===== src/cirq_pkg.sv =====
// constants, register map and field layout of the can interrupt flag logic
// Overview of operation
// reset or can reset mode clears queue/error flags
// write zero clears flag only after read one
// wake flag ignores can reset mode entry
// summary flags read-only, cleared by reset/mode
// rx summary is OR of enabled fresh flags
// tx summary is OR of enabled sent flags
// disabled mailbox contributes no request
// software clears every enabled fresh flag
// software clears every enabled sent flag
// shared request drops only when both zero; code also drops it while the R13 hold count runs
// three request bits, each shared by two sources
// request follows enabled flags, never latches
// written-zero request returns after five cycles
// falling edge on can receive sets wake flag
// hardware set wins over same-cycle clear
package cirq_pkg;
   localparam int NUM_MB = 16;
   // register byte offsets
   localparam logic [11:0] OFF_STATUS = 12'h000;
   localparam logic [11:0] OFF_SRC_EN = 12'h004;
   localparam logic [11:0] OFF_MB_EN = 12'h008;
   localparam logic [11:0] OFF_FRESH = 12'h00C;
   localparam logic [11:0] OFF_SENT = 12'h010;
   localparam logic [11:0] OFF_REQ = 12'h014;
   localparam logic [11:0] OFF_MODE = 12'h018;
   // status bit positions
   localparam int B_RXQ = 0;
   localparam int B_TXQ = 1;
   localparam int B_ERR = 2;
   localparam int B_WAKE = 3;
   localparam int B_RXD = 4;
   localparam int B_TXD = 5;
   localparam int NUM_SRC = 6;
   localparam int NUM_REQ = 3;
   localparam logic [5:0] SRC_EN_RST = 6'h00;
   localparam logic [15:0] MB_EN_RST = 16'h0000;
   // request hold-off after a written zero, in ns and cycles
   localparam int CLK_NS = 10;
   localparam int REQ_HOLD_NS = 50;
   localparam int REQ_HOLD_CYC = (REQ_HOLD_NS + CLK_NS - 1) / CLK_NS;
   localparam int HOLD_W = 3;
   typedef enum logic [1:0] {
      CIRQ_MODE_OPER = 2'b00,
      CIRQ_MODE_RESET = 2'b01,
      CIRQ_MODE_HALT = 2'b10
   } cirq_mode_t;
endpackage


===== src/cirq_mb_flags.sv =====
// per-mailbox fresh and sent message flag store
`timescale 1ns/1ps
module cirq_mb_flags (
   input wire logic core_clk,
   input wire logic rst_n,
   input wire logic [15:0] fresh_set,
   input wire logic [15:0] sent_set,
   input wire logic [15:0] fresh_clr,
   input wire logic [15:0] sent_clr,
   output logic [15:0] fresh_r,
   output logic [15:0] sent_r
);
   genvar gi;
   generate
      for (gi = 0; gi < 16; gi++) begin : g_mb
         // set beats clear
         always_ff @(posedge core_clk or negedge rst_n) begin
            if (!rst_n) begin
               fresh_r[gi] <= 1'b0;
               sent_r[gi] <= 1'b0;
            end else begin
               if (fresh_set[gi])
                  fresh_r[gi] <= 1'b1;
               else if (fresh_clr[gi])
                  fresh_r[gi] <= 1'b0;
               if (sent_set[gi])
                  sent_r[gi] <= 1'b1;
               else if (sent_clr[gi])
                  sent_r[gi] <= 1'b0;
            end
         end
      end
   endgenerate
endmodule


===== src/cirq_top.sv =====
// can interrupt status, flag clearing and shared request logic with apb slave
//
// Chosen here: the APB interface to the registers and the register offsets.
`timescale 1ns/1ps
module cirq_top (
   input wire logic core_clk,
   input wire logic nrst,
   input wire logic psel,
   input wire logic penable,
   input wire logic pwrite,
   input wire logic [11:0] paddr,
   input wire logic [31:0] pwdata,
   output logic [31:0] prdata,
   output logic pready,
   output logic pslverr,
   input wire logic can_rx,
   input wire logic rxq_event,
   input wire logic txq_event,
   input wire logic err_event,
   input wire logic [15:0] mb_rx_event,
   input wire logic [15:0] mb_tx_event,
   output logic [2:0] irq_request_bit
);
   logic rst_s1_r;
   logic rst_n;
   always_ff @(posedge core_clk or negedge nrst) begin
      if (!nrst) begin
         rst_s1_r <= 1'b0;
         rst_n <= 1'b0;
      end else begin
         rst_s1_r <= 1'b1;
         rst_n <= rst_s1_r;
      end
   end

   logic wr_acc;
   logic rd_acc;
   logic [5:0] status;
   logic [3:0] flag_r;
   logic [3:0] seen_one_r;
   logic [5:0] src_en_r;
   logic [15:0] mailbox_irq_enable_reg;
   logic [15:0] mailbox_fresh_msg_flag;
   logic [15:0] mailbox_sent_msg_flag;
   logic [15:0] fresh_clr;
   logic [15:0] sent_clr;
   cirq_pkg::cirq_mode_t mode_r;
   logic mode_rst_prev_r;
   logic enter_reset;
   logic can_rx_prev_r;
   logic rx_fall;
   logic rx_done_summary_flag;
   logic tx_done_summary_flag;
   logic rxd_gate_r;
   logic txd_gate_r;
   logic [3:0] hw_set;
   logic [2:0] req_raw;
   logic [cirq_pkg::HOLD_W-1:0] hold_r [3];
   logic [31:0] rd_nxt;

   assign pready = 1'b1;
   assign wr_acc = psel && penable && pwrite;
   assign rd_acc = psel && penable && !pwrite;

   // mode register; entry into can reset mode is a one-cycle event
   always_ff @(posedge core_clk or negedge rst_n) begin
      if (!rst_n) begin
         mode_r <= cirq_pkg::CIRQ_MODE_RESET;
         mode_rst_prev_r <= 1'b1;
      end else begin
         if (wr_acc && paddr == cirq_pkg::OFF_MODE)
            mode_r <= cirq_pkg::cirq_mode_t'(pwdata[1:0]);
         mode_rst_prev_r <= (mode_r == cirq_pkg::CIRQ_MODE_RESET);
      end
   end
   assign enter_reset = (mode_r == cirq_pkg::CIRQ_MODE_RESET) && !mode_rst_prev_r;

   // falling edge of can receive
   always_ff @(posedge core_clk or negedge rst_n) begin
      if (!rst_n)
         can_rx_prev_r <= 1'b1;
      else
         can_rx_prev_r <= can_rx;
   end
   assign rx_fall = can_rx_prev_r && !can_rx;
   assign hw_set = {rx_fall, err_event, txq_event, rxq_event};

   // enable registers
   always_ff @(posedge core_clk or negedge rst_n) begin
      if (!rst_n) begin
         src_en_r <= cirq_pkg::SRC_EN_RST;
         mailbox_irq_enable_reg <= cirq_pkg::MB_EN_RST;
      end else if (wr_acc) begin
         if (paddr == cirq_pkg::OFF_SRC_EN)
            src_en_r <= pwdata[5:0];
         else if (paddr == cirq_pkg::OFF_MB_EN)
            mailbox_irq_enable_reg <= pwdata[15:0];
      end
   end

   // software-clearable status flags with read-one tracking
   genvar gi;
   generate
      for (gi = 0; gi < 4; gi++) begin : g_flag
         logic clr_wr;
         assign clr_wr = wr_acc && paddr == cirq_pkg::OFF_STATUS && !pwdata[gi];
         always_ff @(posedge core_clk or negedge rst_n) begin
            if (!rst_n) begin
               flag_r[gi] <= 1'b0;
               seen_one_r[gi] <= 1'b0;
            end else begin
               // hardware set wins
               if (hw_set[gi])
                  flag_r[gi] <= 1'b1;
               // mode entry spares the wake flag
               else if (enter_reset && gi != cirq_pkg::B_WAKE)
                  flag_r[gi] <= 1'b0;
               // zero clears only after one was read
               else if (clr_wr && seen_one_r[gi])
                  flag_r[gi] <= 1'b0;
               if (rd_acc && paddr == cirq_pkg::OFF_STATUS && flag_r[gi])
                  seen_one_r[gi] <= 1'b1;
               else if (clr_wr || !flag_r[gi])
                  seen_one_r[gi] <= 1'b0;
            end
         end
      end
   endgenerate

   // software clears mailbox flags by writing ones
   assign fresh_clr = (wr_acc && paddr == cirq_pkg::OFF_FRESH) ? pwdata[15:0] : 16'h0000;
   assign sent_clr = (wr_acc && paddr == cirq_pkg::OFF_SENT) ? pwdata[15:0] : 16'h0000;

   cirq_mb_flags u_mb (
      .core_clk(core_clk),
      .rst_n(rst_n),
      .fresh_set(mb_rx_event),
      .sent_set(mb_tx_event),
      .fresh_clr(fresh_clr),
      .sent_clr(sent_clr),
      .fresh_r(mailbox_fresh_msg_flag),
      .sent_r(mailbox_sent_msg_flag)
   );

   // summaries blanked after mode entry until a new mailbox event
   always_ff @(posedge core_clk or negedge rst_n) begin
      if (!rst_n) begin
         rxd_gate_r <= 1'b0;
         txd_gate_r <= 1'b0;
      end else begin
         if (|mb_rx_event)
            rxd_gate_r <= 1'b1;
         else if (enter_reset)
            rxd_gate_r <= 1'b0;
         if (|mb_tx_event)
            txd_gate_r <= 1'b1;
         else if (enter_reset)
            txd_gate_r <= 1'b0;
      end
   end
   // rx summary over enabled mailboxes
   assign rx_done_summary_flag = rxd_gate_r && |(mailbox_fresh_msg_flag & mailbox_irq_enable_reg);
   // tx summary over enabled mailboxes
   assign tx_done_summary_flag = txd_gate_r && |(mailbox_sent_msg_flag & mailbox_irq_enable_reg);

   assign status = {tx_done_summary_flag, rx_done_summary_flag, flag_r};

   // sources paired onto three level requests
   assign req_raw[0] = (status[cirq_pkg::B_RXD] && src_en_r[cirq_pkg::B_RXD])
                     || (status[cirq_pkg::B_RXQ] && src_en_r[cirq_pkg::B_RXQ]);
   assign req_raw[1] = (status[cirq_pkg::B_TXD] && src_en_r[cirq_pkg::B_TXD])
                     || (status[cirq_pkg::B_TXQ] && src_en_r[cirq_pkg::B_TXQ]);
   assign req_raw[2] = (status[cirq_pkg::B_ERR] && src_en_r[cirq_pkg::B_ERR])
                     || (status[cirq_pkg::B_WAKE] && src_en_r[cirq_pkg::B_WAKE]);

   generate
      for (gi = 0; gi < cirq_pkg::NUM_REQ; gi++) begin : g_req
         // written zero drops the request for the hold time
         always_ff @(posedge core_clk or negedge rst_n) begin
            if (!rst_n)
               hold_r[gi] <= '0;
            else if (wr_acc && paddr == cirq_pkg::OFF_REQ && !pwdata[gi])
               hold_r[gi] <= cirq_pkg::HOLD_W'(cirq_pkg::REQ_HOLD_CYC);
            else if (hold_r[gi] != '0)
               hold_r[gi] <= hold_r[gi] - 1'b1;
         end
         // request stays while either paired source is pending and its hold count is zero
         assign irq_request_bit[gi] = req_raw[gi] && (hold_r[gi] == '0);
      end
   endgenerate

   // read mux
   always_comb begin
      rd_nxt = 32'h0000_0000;
      pslverr = 1'b0;
      if (paddr == cirq_pkg::OFF_STATUS)
         rd_nxt = {26'h0, status};
      else if (paddr == cirq_pkg::OFF_SRC_EN)
         rd_nxt = {26'h0, src_en_r};
      else if (paddr == cirq_pkg::OFF_MB_EN)
         rd_nxt = {16'h0, mailbox_irq_enable_reg};
      else if (paddr == cirq_pkg::OFF_FRESH)
         rd_nxt = {16'h0, mailbox_fresh_msg_flag};
      else if (paddr == cirq_pkg::OFF_SENT)
         rd_nxt = {16'h0, mailbox_sent_msg_flag};
      else if (paddr == cirq_pkg::OFF_REQ)
         rd_nxt = {29'h0, irq_request_bit};
      else if (paddr == cirq_pkg::OFF_MODE)
         rd_nxt = {30'h0, mode_r};
      else
         pslverr = psel && penable;
   end
   assign prdata = rd_nxt;
endmodule


===== config.mk =====
export PLATFORM = sky130hd
export DESIGN_NAME = cirq_top
export DESIGN_NICKNAME = d
export VERILOG_FILES = /design/src/cirq_pkg.sv /design/src/cirq_mb_flags.sv /design/src/cirq_top.sv
export SDC_FILE = /design/constraint.sdc
export NUM_CORES = 1
export LEC_CHECK = 0
export BUFFER_PORTS_ARGS = -buffer_cell sky130_fd_sc_hd__buf_4
export CORE_ASPECT_RATIO = 0.75
export CORE_MARGIN = 4
export CORE_UTILIZATION = 56
export DETAILED_ROUTE_END_ITERATION = 16
export GPL_TIMING_DRIVEN = 1
export MAX_ROUTING_LAYER = met4
export PLACE_DENSITY = 0.82
export SLEW_MARGIN = 40
export SYNTH_ARGS = -nofsm -noshare
export SYNTH_HDL_FRONTEND = slang
export SYNTH_SLANG_ARGS = --single-unit

===== constraint.sdc =====
create_clock -name core_clk -period 5 [get_ports core_clk]
set_input_delay 0.75 -clock core_clk [delete_from_list [all_inputs] [get_ports core_clk]]
set_output_delay 0.75 -clock core_clk [all_outputs]
set_load 0.01 [all_outputs]

==> metrics.txt <==
worst-margin pin slew=0.778 ns; Starting Density=59.2%; Die Y=82.7 microns; Die Width=108 microns; final wirelength=11,500 microns; CP Buf/Inv Count=2; xor/xnor share of the synthesized area=0.631%; Non-Filler Instances=596; wire length of the first global-routing pass=18,100 microns; cts hold-fix bufs=0; Pre-antenna DRT Iters=5; crit share post-route=71.2%; fmax=281 MHz; async set-or-reset flop fraction in the synthesized netlist=100%; Pwr per Cell Area=286 nW/um^2; routability cong.=0.934; layout cell share with drive strength beyond 1=30.1%; total I/O pin count=122; cts repair resizes=0; Synth Area in Compound Gates=18.2%; n_diodes=0; worst skew pair latency=0.36 ns; CP Capture Type=output pin; adder-cell share of the synthesized area=1.80%; status=complete, no violations; Setup CP Type=input port to output pin; via count=3,603; #FFs+latches synth=79; Final Cell Area=5030 sq um; unrepaired setup endpoints after global routing=false; max-cap violations=0; clock root buffer=clkbuf_8; sequential-to-total area share from yosys stat=47.6%; antenna violations before repair=0; R2R depth=5; DRC=0; Worst EP required=4.25 ns; hpwl dp=8700 microns; core region area=7030 sq um; Max FO, Critical Path=13; leading area contributor after synthesis=dfrtp_1; crit-path cells=buf_4 > nor3_1 > and3_1 > and3_1 > a22oi_1 > a21oi_1 > buf_4; Syn Inst Count=403; total negative slack=0 ns; Synth Warn #=0; antenna-violating nets left=0; P&R area growth vs syn=20.8%; Syn Std Cell Area=4160 sq um; mux contribution to synthesized area=8.48%; Layout Utilization=71.5%; Yosys top cell area share=45.7%; Slew Limit Fails=0; main combinational cell family by area after synthesis=compound AO/OA/AOI/OAI gates; ranking of synthesized cells by area=dfrtp_1, mux2_2, a21o_1; Final Net Count=584; vias in the first global route=3,496; CP max stage cell=and3_1; vias per std cell=6.05; crit path time final=3.56 ns; Post-Synthesis Mean Instance Area=10.3 sq um; Worst slew margin=48.0%; Iteration-0 DRC Markers=364; CTS clk-pin slew, worst paths=0.08 ns; Primary FF master, synth=dfrtp_1; top-count cell post-synth=dfrtp_1; total CTS buffers=9; GR Overflow Total=0; Crit. path cell count=7; WP data arrival=2.81 ns; CP max stage delay=0.62 ns; Leak=2.20 nW; flop-to-flop setup slack=3.59 ns; CTS tree=yes; final setup fails=0; Hold Crit Class=input port to async pin; Simple-Gate Fraction of Synth Area=16.8%; H-Tree Depth=3; Site Rows=26; VDD IR max=0.000151 V; Setup Fix Bufs, Post-CTS=0; All-Layer GR Usage=27.9%; EDFF count, synth=0; top cells by count, synth=dfrtp_1, nand2_1, a21o_1; number of library cell types mapped by synthesis=47; Hold Vio Cnt, Final=0; placed cell count=580; Port Buffers=88; cell family with most CP delay=simple AND/OR/NAND/NOR gates; clk buf depth=2; clk sinks=79; Placed Area=4830 sq um; Worst setup SP type=input port; largest net degree at the start of global routing=78; clk_skew=0.00777 ns; average wire per standard cell=19.3 microns; die area=8890 sq um
## cell usage in the layout, fill, tap and decap left out, types with 7 or more instances in the layout
master	count
o21ai_0	13
conb_1	18
a22oi_1	16
a21o_1	34
nand2_1	54
mux2_2	24
dfrtp_1	75
inv_1	15
buf_4	91
nor2_1	23
a22o_1	7
nand3_1	9
a21oi_1	13
nor4_1	8
clkbuf_8	11
nor2b_1	8
## per-stage QoR
step	setup WS (ns)	power [mW]	hold slack (ns)
global route	1.31	1.52	0.140
global placement	1.46	0.977	0.338
detailed placement	1.48	0.998	0.336
finish	1.44	1.44	0.163
CTS	1.49	1.45	0.147
floorplan	2.15	0.905	0.331
## final cells by class
class	instances	area, sq um
clock buffer	11	151
tap	98	123
fill	542	2000
timing repair buffer	92	694
multi-input combinational	296	1980
inverter	15	56.3
clock inverter	5	41.3
sequential	79	1980
## routing by layer
layer / GRT usage [%] / routed length (microns) / share of wire [%] / up-vias
met5: - / 0 / 0 / -
met4: 6.94 / 138 / 1.2 / 0
met3: 6.22 / 1120 / 9.7 / 22
met2: 41.2 / 5180 / 45 / 220
met1: 39.5 / 5080 / 44 / 1763
li1: - / - / - / 1598
## kinds of logic (layout without fill, tap and decap cells)
logic type,Yosys count,in the layout
other,2,18
buffers and inverters,44,123
multiplexers,31,31
adder cells (fa/ha/maj),6,6
flip-flops,79,79
AO/OA/AOI/OAI,105,105
XOR/XNOR,3,3
AND/OR/NAND/NOR,133,133
## power breakdown
group          internal [mW]  leakage (nW)  switching [mW]
registers              0.681         0.870          0.0186
clock network          0.211        0.0922           0.244
logic                  0.126          1.23           0.159
total                   1.02          2.20           0.421
## worst paths after layout
check	from	endpoint
worst min-delay path	nrst	rst_n
worst min register to register	rst_s1_r	rst_n
max in group asynchronous	rst_n	u_mb.sent_r[0]
worst max-delay path	paddr[1]	prdata[5]
min in group core_clk	rst_s1_r	rst_n
worst max register to register	hold_r[3]	hold_r[3]
No activity file was read; power rests on OpenSTA's default activity.
